<file path="config.mk">
export PLATFORM = sky130hd
export DESIGN_NAME = udc_uart_dma_ctrl
export DESIGN_NICKNAME = d
export VERILOG_FILES = /design/src/udc_pkg.sv /design/src/udc_uart_dma_ctrl.sv
export VERILOG_INCLUDE_DIRS = /design/src
export SDC_FILE = /design/constraint.sdc
export NUM_CORES = 1
export LEC_CHECK = 0
export BUFFER_PORTS_ARGS = -buffer_cell sky130_fd_sc_hd__clkbuf_2
export CAP_MARGIN = 20
export CORE_MARGIN = 10
export CORE_UTILIZATION = 53
export CTS_CLUSTER_DIAMETER = 120
export DETAILED_ROUTE_END_ITERATION = 12
export GPL_ROUTABILITY_DRIVEN = 0
export GPL_TIMING_DRIVEN = 0
export PLACE_DENSITY = 0.85
export REMOVE_ABC_BUFFERS = 1
export SLEW_MARGIN = 30
export SYNTH_ARGS = -nofsm -noshare
export SYNTH_HDL_FRONTEND = slang
export SYNTH_SLANG_ARGS = --single-unit
</file>
<file path="constraint.sdc">
create_clock -name mclk -period 3.05 [get_ports mclk]
set_input_delay 0.305 -clock mclk [delete_from_list [all_inputs] [get_ports mclk]]
set_output_delay 0.305 -clock mclk [all_outputs]
set_load 0.01 [all_outputs]
</file>
<file path="src/udc_regs.svh">
// Purpose: Register indexes, field positions and reset values of the UART DMA control block.
// Assumes: Byte address of a register is four times its index.
// Notes:   Definitions only.
`ifndef UDC_REGS_SVH
`define UDC_REGS_SVH

`define UDC_IDX_TX_STAT  16'hFFE1
`define UDC_IDX_RX_DEF   16'hFFE4
`define UDC_IDX_RX_STAT  16'hFFE5
`define UDC_IDX_TX_CTRL  16'hFFF0
`define UDC_IDX_IRQ_STAT 16'hFFF1
`define UDC_IDX_IRQ_CLR  16'hFFF2
`define UDC_IDX_IRQ_EN   16'hFFF3

`define UDC_TX_PARTIAL_PACKET_FLAG_BIT  0
`define UDC_TX_INE_BIT   6
`define UDC_TX_RUN_BIT   7
`define UDC_RXD_DIR_BIT  3
`define UDC_RXD_TGL_BIT  4
`define UDC_RXD_RUN_BIT  7
`define UDC_RXS_OVF_BIT  0
`define UDC_RXS_TOF_BIT  1
`define UDC_IRQ_TX_BIT   0
`define UDC_IRQ_RX_BIT   1

`define UDC_RX_DEF_RST   8'h08
`define UDC_RX_STAT_RST  8'h00
`define UDC_IRQ_RST      2'h0

`endif

</file>
<file path="src/udc_pkg.sv">
// Purpose: Types shared by the UART DMA control block.
// Assumes: Field order matches the register bit order, msb first.
// Notes:   Constants live in udc_regs.svh.
package udc_pkg;

  typedef struct packed {
    logic       run;
    logic       irq_en;
    logic       cont;
    logic       toggle;
    logic       dir;
    logic [2:0] desc_sel;
  } udc_rx_def_s;

  typedef struct packed {
    logic       tmo_en;
    logic [4:0] tmo_val;
    logic       tmo_flag;
    logic       ovf_flag;
  } udc_rx_stat_s;

  typedef enum logic [2:0] {
    UDC_TMO_IDLE  = 3'b001,
    UDC_TMO_ARMED = 3'b010,
    UDC_TMO_COUNT = 3'b100
  } udc_tmo_state_e;

endpackage

</file>
<file path="src/udc_uart_dma_ctrl.sv">
// Purpose: Control and status of the UART transmit and receive DMA channels.
// Assumes: APB slave, one wait-free access phase, all inputs synchronous to mclk.
// Notes:   Event inputs are one-cycle pulses from the datapath and buffer manager.
//
// Overview of operation
// Partial packet sets flag; software clears it.
// Write one clears flag; zero keeps it.
// Interrupt disabled: partial packet keeps channel running.
// Transmit status upper bits read zero.
// Descriptor select picks endpoint descriptor block.
// Direction reads one; zero write updates toggle.
// Toggle zero selects X, one Y.
// Software always writes continuous mode one.
// Buffer manager sets toggle; DMA follows it.
// Time-out ends transfer, updates block, interrupts.
// UART error ends transfer without DMA interrupt.
// UART error interrupt comes from UART.
// Interrupt disabled: flags do not stop channel.
// Interrupt enabled: run falling edge interrupts.
// Software starts run; DMA clears at end.
// Halt writes back count, clears NAK.
// Time-out counter reloads per byte, frame decrements.
// Overflow set by DMA, write one clears.
// Read-only writes ignored; reset restores defaults.
//
// The APB interface to the registers was decided locally.
`timescale 1ns/1ps
`include "udc_regs.svh"

module udc_uart_dma_ctrl #(
  parameter int BCNT_W = 8,
  parameter int ADDR_W = 18
) (
  input  wire logic                 mclk,
  input  wire logic                 rst,
  input  wire logic                 psel,
  input  wire logic                 penable,
  input  wire logic                 pwrite,
  input  wire logic [ADDR_W-1:0]    paddr,
  input  wire logic [31:0]          pwdata,
  output logic      [31:0]          prdata,
  output logic                      pready,
  output logic                      pslverr,
  input  wire logic                 tx_partial_pkt,
  input  wire logic                 rx_byte_xfer,
  input  wire logic                 usb_sof,
  input  wire logic                 uart_rx_err,
  input  wire logic                 rx_overflow,
  input  wire logic                 ubm_toggle_wr,
  input  wire logic                 ubm_toggle_val,
  output logic                      tx_run,
  output udc_pkg::udc_rx_def_s      rx_def,
  output logic                      edb_wb,
  output logic      [BCNT_W-1:0]    edb_byte_count,
  output logic                      irq
);
  import udc_pkg::*;

  // The register indexes need at least 18 address bits once shifted to byte addresses.
  if (ADDR_W < 18 || ADDR_W > 32 || BCNT_W < 1 || BCNT_W > 16)
  begin : g_bad_param
    $error("udc_uart_dma_ctrl: unsupported parameter values");
  end

  logic                 tx_partial_packet_flag;
  logic                 tx_ine;
  udc_rx_stat_s         rx_stat;
  udc_tmo_state_e       tmo_state;
  logic [4:0]           tmo_cnt;
  logic [BCNT_W-1:0]    rx_bcnt;
  logic [1:0]           irq_stat;
  logic [1:0]           irq_en;
  logic                 setup;
  logic                 wr_acc;
  logic                 w_txs;
  logic                 w_rxd;
  logic                 w_rxs;
  logic                 w_txc;
  logic                 w_clr;
  logic                 w_ien;
  logic                 rx_expire;
  logic                 rx_term_err;
  logic                 rx_halt;
  logic                 next_rx_run;
  logic                 next_tx_run;
  logic                 tx_evt;
  logic                 rx_evt;
  logic [31:0]          rd_data;
  logic                 rd_hit;

  function automatic logic hit(input logic [ADDR_W-1:0] a, input logic [15:0] idx);
    return a == ADDR_W'({idx, 2'b00});
  endfunction

  assign setup  = psel & ~penable;
  assign wr_acc = psel & penable & pready & pwrite;
  assign w_txs  = wr_acc & hit(paddr, `UDC_IDX_TX_STAT);
  assign w_rxd  = wr_acc & hit(paddr, `UDC_IDX_RX_DEF);
  assign w_rxs  = wr_acc & hit(paddr, `UDC_IDX_RX_STAT);
  assign w_txc  = wr_acc & hit(paddr, `UDC_IDX_TX_CTRL);
  assign w_clr  = wr_acc & hit(paddr, `UDC_IDX_IRQ_CLR);
  assign w_ien  = wr_acc & hit(paddr, `UDC_IDX_IRQ_EN);

  // counter expiry
  assign rx_expire = (tmo_state == UDC_TMO_COUNT) & usb_sof & ~rx_byte_xfer
                     & (tmo_cnt <= 5'h01);

  // error ends the transfer unless software writes the receive definition in the same cycle
  assign rx_term_err = rx_def.run & uart_rx_err;

  // flags halt only with interrupt enabled
  assign rx_halt = rx_term_err
                   | (rx_def.run & rx_def.irq_en & (rx_expire | rx_overflow));

  // A software write in the same cycle wins, so a restart is never lost.
  assign next_rx_run = w_rxd ? pwdata[`UDC_RXD_RUN_BIT] : (rx_def.run & ~rx_halt);

  // partial packet stops only with interrupt enabled
  assign next_tx_run = w_txc ? pwdata[`UDC_TX_RUN_BIT]
                             : (tx_run & ~(tx_partial_pkt & tx_ine));

  assign tx_evt = tx_run & ~next_tx_run & tx_ine;

  // falling run raises event, R12 except error
  assign rx_evt = rx_def.run & ~next_rx_run & rx_def.irq_en & ~rx_term_err;

  // Transmit status flag.
  always_ff @(posedge mclk)
  begin
    if (rst)
      tx_partial_packet_flag <= 1'b0;
    // set wins over clear
    else if (tx_partial_pkt)
      tx_partial_packet_flag <= 1'b1;
    // write one clears
    else if (w_txs & pwdata[`UDC_TX_PARTIAL_PACKET_FLAG_BIT])
      tx_partial_packet_flag <= 1'b0;
  end

  // Transmit run and interrupt enable.
  always_ff @(posedge mclk)
  begin
    if (rst)
    begin
      tx_run <= 1'b0;
      tx_ine <= 1'b0;
    end
    else
    begin
      tx_run <= next_tx_run;
      if (w_txc)
        tx_ine <= pwdata[`UDC_TX_INE_BIT];
    end
  end

  // Receive channel definition.
  always_ff @(posedge mclk)
  begin
    // reset restores defaults
    if (rst)
      rx_def <= udc_rx_def_s'(`UDC_RX_DEF_RST);
    else
    begin
      // software start, hardware stop
      rx_def.run <= next_rx_run;
      if (w_rxd)
      begin
        // descriptor select
        rx_def.desc_sel <= pwdata[2:0];
        rx_def.cont     <= pwdata[5];
        rx_def.irq_en   <= pwdata[6];
        // toggle only with direction written zero
        if (!pwdata[`UDC_RXD_DIR_BIT])
          // toggle selects X or Y
          rx_def.toggle <= pwdata[`UDC_RXD_TGL_BIT];
      end
      // buffer manager drives toggle
      else if (ubm_toggle_wr & rx_def.cont)
        rx_def.toggle <= ubm_toggle_val;
    end
  end

  // Receive status flags and time-out setup.
  always_ff @(posedge mclk)
  begin
    if (rst)
      rx_stat <= udc_rx_stat_s'(`UDC_RX_STAT_RST);
    else
    begin
      if (w_rxs)
      begin
        rx_stat.tmo_en  <= pwdata[7];
        rx_stat.tmo_val <= pwdata[6:2];
      end
      // overflow set wins over clear
      if (rx_def.run & rx_overflow)
        rx_stat.ovf_flag <= 1'b1;
      else if (w_rxs & pwdata[`UDC_RXS_OVF_BIT])
        rx_stat.ovf_flag <= 1'b0;
      // expiry sets the time-out flag
      if (rx_def.run & rx_expire)
        rx_stat.tmo_flag <= 1'b1;
      else if (w_rxs & pwdata[`UDC_RXS_TOF_BIT])
        rx_stat.tmo_flag <= 1'b0;
    end
  end

  // Counting only starts after the first byte, so an idle line never times out.
  always_ff @(posedge mclk)
  begin
    if (rst)
    begin
      tmo_state <= UDC_TMO_IDLE;
      tmo_cnt   <= 5'h00;
    end
    else
    begin
      case (tmo_state)
        UDC_TMO_IDLE:
        begin
          if (rx_def.run & rx_stat.tmo_en)
            tmo_state <= UDC_TMO_ARMED;
        end
        UDC_TMO_ARMED:
        begin
          if (!rx_def.run | !rx_stat.tmo_en)
            tmo_state <= UDC_TMO_IDLE;
          else if (rx_byte_xfer)
          begin
            tmo_state <= UDC_TMO_COUNT;
            tmo_cnt   <= rx_stat.tmo_val;
          end
        end
        UDC_TMO_COUNT:
        begin
          if (!rx_def.run | !rx_stat.tmo_en)
            tmo_state <= UDC_TMO_IDLE;
          // reload on byte, decrement on frame
          else if (rx_byte_xfer)
            tmo_cnt <= rx_stat.tmo_val;
          else if (rx_expire)
          begin
            tmo_state <= UDC_TMO_ARMED;
            tmo_cnt   <= 5'h00;
          end
          else if (usb_sof)
            tmo_cnt <= tmo_cnt - 5'h01;
        end
        default:
        begin
          tmo_state <= UDC_TMO_IDLE;
          tmo_cnt   <= 5'h00;
        end
      endcase
    end
  end

  // Byte count of the running transfer and its write-back.
  always_ff @(posedge mclk)
  begin
    if (rst)
    begin
      rx_bcnt        <= '0;
      edb_wb         <= 1'b0;
      edb_byte_count <= '0;
    end
    else
    begin
      // halt writes back count and clears NAK
      edb_wb <= rx_def.run & ~next_rx_run;
      if (rx_def.run & ~next_rx_run)
        edb_byte_count <= rx_bcnt + BCNT_W'(rx_byte_xfer);
      if (!rx_def.run)
        rx_bcnt <= '0;
      else if (rx_byte_xfer)
        rx_bcnt <= rx_bcnt + BCNT_W'(1);
    end
  end

  // Interrupt status, enable and output.
  always_ff @(posedge mclk)
  begin
    if (rst)
    begin
      irq_stat <= `UDC_IRQ_RST;
      irq_en   <= `UDC_IRQ_RST;
      irq      <= 1'b0;
    end
    else
    begin
      if (w_ien)
        irq_en <= pwdata[1:0];
      // time-out completion interrupt, set wins over clear
      irq_stat[`UDC_IRQ_TX_BIT] <= tx_evt
        | (irq_stat[`UDC_IRQ_TX_BIT] & ~(w_clr & pwdata[`UDC_IRQ_TX_BIT]));
      irq_stat[`UDC_IRQ_RX_BIT] <= rx_evt
        | (irq_stat[`UDC_IRQ_RX_BIT] & ~(w_clr & pwdata[`UDC_IRQ_RX_BIT]));
      irq <= |(irq_stat & irq_en);
    end
  end

  // Read mux; unused high bits read zero.
  always_comb
  begin
    rd_data = 32'h0000_0000;
    rd_hit  = 1'b1;
    // upper transmit status bits zero
    if (hit(paddr, `UDC_IDX_TX_STAT))
      rd_data = {31'h0000_0000, tx_partial_packet_flag};
    // direction bit reads one
    else if (hit(paddr, `UDC_IDX_RX_DEF))
      rd_data = {24'h00_0000, rx_def.run, rx_def.irq_en, rx_def.cont,
                 rx_def.toggle, 1'b1, rx_def.desc_sel};
    else if (hit(paddr, `UDC_IDX_RX_STAT))
      rd_data = {24'h00_0000, rx_stat};
    else if (hit(paddr, `UDC_IDX_TX_CTRL))
      rd_data = {24'h00_0000, tx_run, tx_ine, 6'h00};
    else if (hit(paddr, `UDC_IDX_IRQ_STAT))
      rd_data = {30'h0000_0000, irq_stat};
    else if (hit(paddr, `UDC_IDX_IRQ_EN))
      rd_data = {30'h0000_0000, irq_en};
    else if (!hit(paddr, `UDC_IDX_IRQ_CLR))
      rd_hit = 1'b0;
  end

  // Data is captured in the setup cycle, so the access phase never waits.
  always_ff @(posedge mclk)
  begin
    if (rst)
    begin
      prdata  <= 32'h0000_0000;
      pready  <= 1'b0;
      pslverr <= 1'b0;
    end
    else
    begin
      pready  <= setup;
      pslverr <= setup & ~rd_hit;
      if (setup)
        prdata <= pwrite ? 32'h0000_0000 : rd_data;
    end
  end

  property p_partial_packet_flag_set;
    @(posedge mclk) disable iff (rst) tx_partial_pkt |=> tx_partial_packet_flag;
  endproperty
  a_partial_packet_flag_set: assert property (p_partial_packet_flag_set) else $error("partial flag not set");

  property p_partial_packet_flag_w0;
    @(posedge mclk) disable iff (rst)
      tx_partial_packet_flag && w_txs && !pwdata[0] |=> tx_partial_packet_flag;
  endproperty
  a_partial_packet_flag_w0: assert property (p_partial_packet_flag_w0) else $error("zero write cleared flag");

  property p_tx_keep;
    @(posedge mclk) disable iff (rst) tx_run && !tx_ine && !w_txc |=> tx_run;
  endproperty
  a_tx_keep: assert property (p_tx_keep) else $error("transmit run dropped");

  property p_txs_zero;
    @(posedge mclk) disable iff (rst)
      setup && !pwrite && hit(paddr, `UDC_IDX_TX_STAT) |=> prdata[31:1] == 31'h0;
  endproperty
  a_txs_zero: assert property (p_txs_zero) else $error("status upper bits set");

  property p_desc;
    @(posedge mclk) disable iff (rst) w_rxd |=> rx_def.desc_sel == $past(pwdata[2:0]);
  endproperty
  a_desc: assert property (p_desc) else $error("descriptor select not stored");

  property p_dir_one;
    @(posedge mclk) disable iff (rst)
      setup && !pwrite && hit(paddr, `UDC_IDX_RX_DEF) |=> prdata[3];
  endproperty
  a_dir_one: assert property (p_dir_one) else $error("direction read zero");

  property p_toggle;
    @(posedge mclk) disable iff (rst)
      ubm_toggle_wr && rx_def.cont && !w_rxd |=> rx_def.toggle == $past(ubm_toggle_val);
  endproperty
  a_toggle: assert property (p_toggle) else $error("toggle not followed");

  property p_err_stop;
    @(posedge mclk) disable iff (rst)
      rx_def.run && uart_rx_err && !w_rxd && !irq_stat[1] |=> !rx_def.run && !irq_stat[1];
  endproperty
  a_err_stop: assert property (p_err_stop) else $error("error stop wrong");

  property p_noine;
    @(posedge mclk) disable iff (rst)
      rx_def.run && !rx_def.irq_en && !uart_rx_err && !w_rxd |=> rx_def.run;
  endproperty
  a_noine: assert property (p_noine) else $error("run dropped with irq off");

  property p_ovf_irq;
    @(posedge mclk) disable iff (rst)
      rx_def.run && rx_def.irq_en && rx_overflow && !uart_rx_err && !w_rxd
      |=> !rx_def.run && irq_stat[1];
  endproperty
  a_ovf_irq: assert property (p_ovf_irq) else $error("no interrupt on stop");

  property p_wb;
    @(posedge mclk) disable iff (rst) $fell(rx_def.run) |-> edb_wb;
  endproperty
  a_wb: assert property (p_wb) else $error("no write-back on halt");

  property p_tmo;
    @(posedge mclk) disable iff (rst) rx_def.run && rx_expire |=> rx_stat.tmo_flag;
  endproperty
  a_tmo: assert property (p_tmo) else $error("time-out flag not set");

  property p_rst;
    @(posedge mclk) disable iff (rst)
      $past(rst) |-> !tx_partial_packet_flag && rx_def == udc_rx_def_s'(`UDC_RX_DEF_RST) && !irq;
  endproperty
  a_rst: assert property (p_rst) else $error("reset values wrong");

endmodule // udc_uart_dma_ctrl

</file>
; ---- After elaboration in Yosys (flattened, before gate mapping)
; Cells that the tools add are included.
[classes]
bitwise_logic = 54
n_eq_ne = 19
reduce_logical = 11
n_addsub = 3
mux = 39
n_lt_le_gt_ge = 1
[op_table]
columns = operator, count
row1 = == test 18 bit (second input constant), 7
row2 = AND 1 bit, 36
row3 = 2-to-1 mux 32 bit, 1
row4 = 2-to-1 mux 8 bit, 4
row5 = 2-to-1 mux 5 bit, 6
row6 = 2-to-1 mux 1 bit, 18
row7 = 2-to-1 mux 3 bit, 6
row8 = one-hot mux 5 bit (3 select lines), 1
row9 = NOT 1 bit, 12
row10 = inequality test 2 bit (second input constant), 5
row11 = one-hot mux 3 bit (3 select lines), 1
row12 = adder 8 x 1 -> 8 bit, 1
row13 = adder 8 x 1 -> 8 bit (second input constant), 1
row14 = nonzero test 2 bit, 4
row15 = inequality test 3 x 2 -> 1 bit (second input constant), 2
row16 = <= comparator 5 x 1 -> 1 bit (second input constant), 1
row17 = bitwise OR 1 bit, 5
row18 = AND reduction 5 bit, 1
row19 = subtractor 5 x 1 -> 5 bit (second input constant), 1
row20 = 2-to-1 mux 2 bit, 2
row21 = inequality test 4 bit (second input constant), 1
row22 = AND reduction 4 bit, 1
row23 = OR reduction 2 bit, 2
row24 = == test 3 x 1 -> 1 bit (second input constant), 1
row25 = other kinds (6), 7
[word_totals]
input_bits = 62
out_inout_bits = 53
ff_bits = 82
word_cells = 150

; ---- Longest topological paths before layout
; Gate-level depths: netlist of the first run.
[logic_depth]
word_depth = 15
depth_mapped = 9
mapped_depth_nobuf = 8

; ---- Worst setup path after synthesis of the first run
; No wires, ideal clock.
[synth_timing]
kind = in2reg
from = input port paddr[3]
to = register edb_byte_count[3]
setup_ns = 0.080
path_buffers = 2
required_ns = 2.970
arrival_ns = 1.957
stages = 8
path_slack_ns = 1.014
cell_sequence = buf_6 or4_4 nor4_4 a221oi_2 a211oi_4 buf_6 nor2_1 a211oi_2
[synth_between]
elab_chain_cells = 5
[synth_lines]
columns = item, line_no
row1 = "start, declared", udc_uart_dma_ctrl.sv:39  ; input wire logic [ADDR_W-1:0] paddr,
row2 = == test 18 bit, udc_uart_dma_ctrl.sv:92  ; return a == ADDR_W'({idx, 2'b00});
row3 = AND 1 bit, udc_uart_dma_ctrl.sv:98  ; assign w_rxd = wr_acc & hit(paddr, `UDC_IDX_RX_DEF);
row4 = 2-to-1 mux 1 bit, udc_uart_dma_ctrl.sv:116  ; assign next_rx_run = w_rxd ? pwdata[`UDC_RXD_RUN_BIT] : (rx_def.run & ~rx_halt);
row5 = NOT 1 bit, udc_uart_dma_ctrl.sv:271  ; if (rx_def.run & ~next_rx_run)
row6 = AND 1 bit, udc_uart_dma_ctrl.sv:271
row7 = "end signal, assigned", udc_uart_dma_ctrl.sv:272  ; edb_byte_count <= rx_bcnt + BCNT_W'(rx_byte_xfer);
row8 = "end, declared", udc_uart_dma_ctrl.sv:54  ; output logic [BCNT_W-1:0] edb_byte_count,
; No other way between the ends.
; A chain may end at the register's enable or synchronous reset.

; ---- Worst setup path in the final report of the first run
[layout_timing]
from = register tmo_state[2]
to = register edb_byte_count[4]
[layout_between]
elab_chain_cells = 12
[layout_lines]
columns = item, line_no
row1 = "start, declared", udc_uart_dma_ctrl.sv:68  ; udc_tmo_state_e tmo_state;
row2 = "start signal, assigned", udc_uart_dma_ctrl.sv:213  ; tmo_state <= UDC_TMO_IDLE;
row3 = "start signal, assigned", udc_uart_dma_ctrl.sv:222  ; tmo_state <= UDC_TMO_ARMED;
row4 = "start signal, assigned", udc_uart_dma_ctrl.sv:227  ; tmo_state <= UDC_TMO_IDLE;
row5 = == test 3 bit, udc_uart_dma_ctrl.sv:105  ; assign rx_expire = (tmo_state == UDC_TMO_COUNT) & usb_sof & ~rx_byte_xfer
row6 = AND 1 bit (2 in a row), udc_uart_dma_ctrl.sv:105
row7 = AND 1 bit, udc_uart_dma_ctrl.sv:106  ; & (tmo_cnt <= 5'h01);
row8 = bitwise OR 1 bit, udc_uart_dma_ctrl.sv:113  ; | (rx_def.run & rx_def.irq_en & (rx_expire | rx_overflow));
row9 = AND 1 bit, udc_uart_dma_ctrl.sv:113
row10 = bitwise OR 1 bit, udc_uart_dma_ctrl.sv:113
row11 = NOT 1 bit, udc_uart_dma_ctrl.sv:116
row12 = AND 1 bit, udc_uart_dma_ctrl.sv:116
row13 = 2-to-1 mux 1 bit, udc_uart_dma_ctrl.sv:116
row14 = NOT 1 bit, udc_uart_dma_ctrl.sv:271
row15 = AND 1 bit, udc_uart_dma_ctrl.sv:271
; No other way between the ends.

==> results.md, run 1 <==
* Synth warn at 0
* Worst VDD drop at 0.3118 mV
* Critical Path AT at 2720 ps
* Slew @ Worst Pin at 800.4 ps
* Comb pwr share at 5.9%
* Global Route met3 Usage at 6.148%
* H-tree levels at 3
* Yosys cell types at 53
* Setup bufs post-CTS at 0
* CP bufs+invs at 0
* Initial DRC Count at 205
* First-pass GRT wire length at 12,540 um
* Area Overhead vs Synth at 14.65%
* Ys flop type: dfxtp_1
* Endpoints failing setup at 0
* Total power draw at 1.577 mW
* Antenna violations before repair at 0
* Fin Clk Skew at 6.332 ps
* Count leader, synth: dfxtp_1
* Via density per instance at 5.453
* Maximum clock insertion buffer count at 2
* Num ports at 115
* Kind of critical path: reg2reg
* GRT Util Overall at 17.10%
* Detail Route Antenna Nets at 0
* PwrDens at 446.0 nW/um^2
* Slew Limit Fails at 0
* Global route total overflow at 0
* Clock group share of total power at 45.9%
* Core area at 5574 sq um
* Crit start category: register
* Number of remaining DRC errors at 0
* Psw at 0.3495 mW
* Area contributors post-synth: dfxtp_1 38%, mux2i_1 6.2%, buf_4 6.1%
* Post-Synthesis Cells at 366
* Clock-pin transition on the worst setup and hold timing paths at 60 ps
* Hold buffers post-CTS at 0
* Vias at 2,743
* Clock latency on the worst-skew pair at 330 ps
* M1 GR Usage at 19.19%
* Worst hold slack at 214.4 ps
* Tmin final at 2484 ps
* Crit-path leading delay family: compound AO/OA/AOI/OAI gates
* Largest net degree at the start of global routing at 36
* HPWL Detailed at 6087 um
* Routed len/inst at 15.99 um
* Synthesized flop and latch total at 58
* Fin crit share at 81.43%
* Syn_area_per_cell at 8.423 sq um
* Required @ worst endpoint at 3280 ps
* Routed Wire Length at 8041 um
* Worst setup EP type: register
* CTS tree: yes
* Number of fill cells at 478
* Die H at 96.27 um
* Rel. slew slack at 46.64%
* FFs w/ async S/R, synth at 0%
* Final Hold Fails at 0
* Synthesized cell area at 3083 sq um
* Clk sinks at 58
* Gr busiest metal: met2
* Post-cts resize count at 0
* Multi-input logic area at 1705 sq um
* Sw frac at 22.17%
* Leakage at 1.425 nW
* EDFF count, synth at 0
* 1st-pass router iterations at 4
* Synth top cells by count: 58 x dfxtp_1, 45 x nor2_1, 42 x nand2_1, 25 x buf_4
* Die width at 96.27 um
* Row count at 27
* Vias in the first global route at 2,774
* IO Port Bufs at 65
* Sequential share of power at 48.2%
* Die Area at 9268 sq um
* Sequential area share after synthesis at 37.66%
* Initial Utilization at 55.31%
* Fmax at 402.6 MHz
* Max Cap Viol at 0
* RSZ-0062 raised after global routing: no
* Crit path cell chain: nor3b_2 > a41o_1 > a221oi_2 > a211oi_4 > nor2_1 > a211oi_2
* Layout cells sized above 1 at 22.04%
* Nets@finish at 494
* Internal Power at 1.227 mW
* Synth top area share at 37.66%
* Crit path max fanout at 14
* Worst min-delay path class: in2reg
* Sequential cell area at 1161 sq um
* CTS Buf Count at 9
* ANT cells at 0
* M2 GR Usage at 28.76%
* Cell type with the largest total area after synthesis: dfxtp_1
* Final TNS setup at 0 ps
* Worst path max stage delay at 640 ps
* Outcome: finished, final reports clean
* Root buffer cell: clkbuf_8
* Slowest-stage cell, CP: a211oi_4
[final timing paths]
path	endpoint	slack, ps	cells after the start	startpoint
hold reg to reg	prdata[0]	450	2	prdata[0]
setup / recovery	edb_byte_count[4]	570	6	tmo_state[2]
hold / removal	rx_def[5]	210	3	pwdata[5]
setup reg to reg	edb_byte_count[4]	570	6	tmo_state[2]
[routing by layer]
layer / vias to the layer above / wire [um]
met2: 93 / 3932
met1: 1275 / 3268
li1: 1362 / -
met3: 13 / 721
met5: - / 0
met4: 0 / 119
[state kept, by name, indices dropped and copies added, names as in the netlist, 2 cells and up]
register,flops
rx_bcnt,8
prdata,8
rx_def,7
tmo_state,3
irq_stat,2
tmo_cnt,5
edb_byte_count,8
rx_stat,8
irq_en,2
[worst min-delay path, delay by kind of cell]
kind | cells | cell delay, ps
buffers and inverters | 1 | 90
and+or+nand+nor | 1 | 50
AOI/OAI and AO/OA | 1 | 60
[per-stage QoR]
| step | cells | util (%) | worst slack (ps) | cell area (sq um) |
|---|---|---|---|---|
| floorplan | 351 | - | 911.8 | 2915 |
| global placement | 488 | 59.75 | 395.1 | 3331 |
| detailed placement | 488 | 59.75 | 340.8 | 3331 |
| CTS | 503 | 63.41 | 570.9 | 3535 |
| global route | 503 | 63.41 | 376.1 | 3535 |
| finish | 503 | 63.41 | 566.3 | 3535 |
[cell families (layout without fill, tap and decap cells)]
kind of cell    Yosys count  count (layout)  share of synthesized area, %
compound gates           74              74                         16.44
xor+xnor                 13              13                         3.693
fa+ha+maj                 5               5                         2.029
buf+inv                  51              93                         9.821
flops                    58              58                         37.66
mux                      21              21                         6.899
other cells               2              25                        0.2436
simple gates            142             142                         23.22
[layout make-up]
class / count / area share (%)
well taps: 72 / 2.549
clock buffers: 13 / 4.779
multi-input cells: 280 / 48.25
repair buffers: 65 / 9.204
flip-flops and latches: 58 / 32.85
clock inverters: 2 / 0.9912
inverters: 13 / 1.381
[placed cells by master (no fill, tap or decap), types with 3 or more instances in the layout]
cell | netlist | final
a211oi_1 | 3 | 3
a211oi_2 | 4 | 4
a21oi_1 | 20 | 20
a22oi_1 | 7 | 7
clkbuf_2 | 0 | 65
clkbuf_8 | 0 | 12
conb_1 | 2 | 25
dfxtp_1 | 58 | 58
ha_1 | 5 | 5
inv_1 | 13 | 13
mux2i_1 | 19 | 19
nand2_1 | 42 | 42
nand2b_1 | 5 | 5
nand3_1 | 12 | 12
nand4_1 | 5 | 5
nor2_1 | 45 | 45
nor3_1 | 5 | 5
nor4_1 | 5 | 5
o21ai_0 | 20 | 20
o31ai_1 | 3 | 3
or3_1 | 6 | 6
xnor2_1 | 7 | 7
xor2_1 | 6 | 6
[power groups by stage]
stage / sequential [mW] / combinational, mW / clock [mW]
floorplan: 0.778 / 0.0365 / 0
finish: 0.760 / 0.0925 / 0.724
global placement: 0.777 / 0.0874 / 0
detailed placement: 0.777 / 0.0894 / 0
CTS: 0.760 / 0.0897 / 0.737
global route: 0.760 / 0.101 / 0.767
Note: power is estimated with default switching activity, not from simulation.
==> run 2: changes to the inputs <==
--- a/config.mk
+++ b/config.mk
@@ -9,12 +9,12 @@
 export BUFFER_PORTS_ARGS = -buffer_cell sky130_fd_sc_hd__clkbuf_2
 export CAP_MARGIN = 20
 export CORE_MARGIN = 10
-export CORE_UTILIZATION = 53
+export CORE_UTILIZATION = 49
 export CTS_CLUSTER_DIAMETER = 120
 export DETAILED_ROUTE_END_ITERATION = 12
 export GPL_ROUTABILITY_DRIVEN = 0
 export GPL_TIMING_DRIVEN = 0
-export PLACE_DENSITY = 0.85
+export PLACE_DENSITY = 0.8
 export REMOVE_ABC_BUFFERS = 1
 export SLEW_MARGIN = 30
 export SYNTH_ARGS = -nofsm -noshare
==> constraint.sdc (replaced) <==
create_clock -name mclk -period 2.5 [get_ports mclk]
set_input_delay 0.25 -clock mclk [delete_from_list [all_inputs] [get_ports mclk]]
set_output_delay 0.25 -clock mclk [all_outputs]
set_load 0.01 [all_outputs]
==> results.md, run 2 (synthesized netlist as in run 1, its figures left out) <==
* Most frequent cells in the layout: 65 x clkbuf_2, 58 x dfxtp_1, 45 x nor2_1 (unchanged)
* Die width at 99.32 um (was 96.27 um)
* Routed len/inst at 15.09 um (was 15.99 um)
* Via density per instance at 5.394 (was 5.453)
* Slew @ Worst Pin at 786.6 ps (was 800.4 ps)
* Fmax at 464.9 MHz (was 402.6 MHz)
* Most common cell after layout, fill and taps aside: clkbuf_2 (unchanged)
* Fin crit share at 86.03% (was 81.43%)
* CTS tree: yes (unchanged)
* Vias at 2,735 (was 2,743)
* Leakage at 1.424 nW (was 1.425 nW)
* H-tree levels at 3 (unchanged)
* Core area at 6026 sq um (was 5574 sq um)
* Worst setup EP type: register (unchanged)
* Largest net degree at the start of global routing at 36 (unchanged)
* Final Cell Area at 3540 sq um (was 3535 sq um)
* Number of fill cells at 554 (was 478)
* Area post-placement at 3334 sq um (was 3331 sq um)
* Worst min-delay path class: in2reg (unchanged)
* Number of remaining DRC errors at 0 (unchanged)
* Crit path max fanout at 14 (unchanged)
* Final Hold Fails at 0 (unchanged)
* Hold buffers post-CTS at 0 (unchanged)
* First-pass GRT wire length at 12,850 um (was 12,540 um)
* Clk sinks at 58 (unchanged)
* Layout cells sized above 1 at 21.99% (was 22.04%)
* Vias in the first global route at 2,807 (was 2,774)
* Initial DRC Count at 168 (was 205)
* Row count at 28 (was 27)
* Endpoints failing setup at 0 (unchanged)
* Max Cap Viol at 0 (unchanged)
* PwrDens at 525.9 nW/um^2 (was 446.0 nW/um^2)
* CTS Buf Count at 9 (unchanged)
* Routed Wire Length at 7649 um (was 8041 um)
* Outcome: finished, final reports clean (unchanged)
* Fin Clk Skew at 5.621 ps (was 6.332 ps)
* Maximum clock insertion buffer count at 2 (unchanged)
* Nets@finish at 495 (was 494)
* GRT Util Overall at 15.62% (was 17.10%)
* Worst VDD drop at 0.4592 mV (was 0.3118 mV)
* Rel. slew slack at 47.56% (was 46.64%)
* Tmin final at 2151 ps (was 2484 ps)
* ANT cells at 0 (unchanged)
* Initial Utilization at 51.16% (was 55.31%)
* Critical Path AT at 2340 ps (was 2720 ps)
* Clock latency on the worst-skew pair at 340 ps (was 330 ps)
* FF-to-FF setup slack at 350 ps (was 570 ps)
* HPWL Detailed at 5970 um (was 6087 um)
* Slew Limit Fails at 0 (unchanged)
* Num ports at 115 (unchanged)
* Die H at 99.32 um (was 96.27 um)
* 1st-pass router iterations at 4 (unchanged)
* Kind of critical path: reg2reg (unchanged)
* RSZ-0062 raised after global routing: no (unchanged)
* Root buffer cell: clkbuf_8 (unchanged)
* Crit start category: register (unchanged)
* Global route total overflow at 0 (unchanged)
* Detail Route Antenna Nets at 0 (unchanged)
* IO Port Bufs at 65 (unchanged)
* Die Area at 9864 sq um (was 9268 sq um)
* Clock-pin transition on the worst setup and hold timing paths at 60 ps (about the same)
* Antenna violations before repair at 0 (unchanged)
* Required @ worst endpoint at 2690 ps (was 3280 ps)
* Total power draw at 1.861 mW (was 1.577 mW)
* Area Overhead vs Synth at 14.81% (was 14.65%)
run 2: cell types whose count changed in the layout (fill, tap and decap cells not counted):
cell and change:
clkbuf_8 -2, clkbuf_1 +1, buf_12 +1, clkinv_2 +1
run 2: power breakdown:
group / total (mW) / internal [mW] / switching, mW
sequential: 0.928 / 0.927 / 0.00101
clock: 0.822 / 0.479 / 0.344
combinational: 0.111 / 0.0354 / 0.0760
total: 1.86 / 1.44 / 0.421
run 2: area by class of cell:
| type | count | area [sq um] | share of cell area, % |
|---|---|---|---|
| clock buffer | 12 | 145.1 | 4.100 |
| tap | 75 | 93.84 | 2.651 |
| timing repair buffer | 66 | 345.3 | 9.756 |
| multi-input combinational | 280 | 1705 | 48.18 |
| sequential | 58 | 1161 | 32.80 |
| clock inverter | 3 | 40.04 | 1.131 |
| inverter | 13 | 48.80 | 1.379 |
run 2: repair_timing:
item,in CTS,in global routing
gates resized for setup,0,0
endpoints found under the setup margin,0,8
setup buffers,0,1
run 2: final timing paths:
path,startpoint,end,cells past startpoint
worst max-delay path,tmo_state[2],edb_byte_count[1],7
worst min-delay path,pwdata[5],rx_def[5],3
worst max register to register,tmo_state[2],edb_byte_count[1],7
worst min register to register,prdata[4],prdata[4],2
run 2: worst max-delay path, cell delays in order, from the launching register on:
cell and delay (ps):
dfxtp_1 450, nor3b_2 480, a41o_1 320, a221oi_2 110, a211oi_4 230, buf_12 180, mux2i_1 180, nor2_1 50
run 2: routing by layer:
metal	track usage (%)	part of all wire [%]	vias up
li1	-	-	1367
met2	25.50	48	102
met5	0	0	-
met1	17.80	40	1257
met4	5.513	1.3	0
met3	6.713	10	9
run 2: stage by stage:
stage	hold slack, ps	std cells	util [%]	setup WS (ps)	TNS [ps]
3_3_place_gp	436.1	491	55.34	-91.72	-391.0
4_1_cts	147.0	506	58.41	3.716	0
5_1_grt	174.4	507	58.74	149.4	0
2_1_floorplan	314.6	351	-	416.8	0
3_5_place_dp	448.6	491	55.34	-129.6	-711.4
6_report	163.5	507	58.74	349.1	0
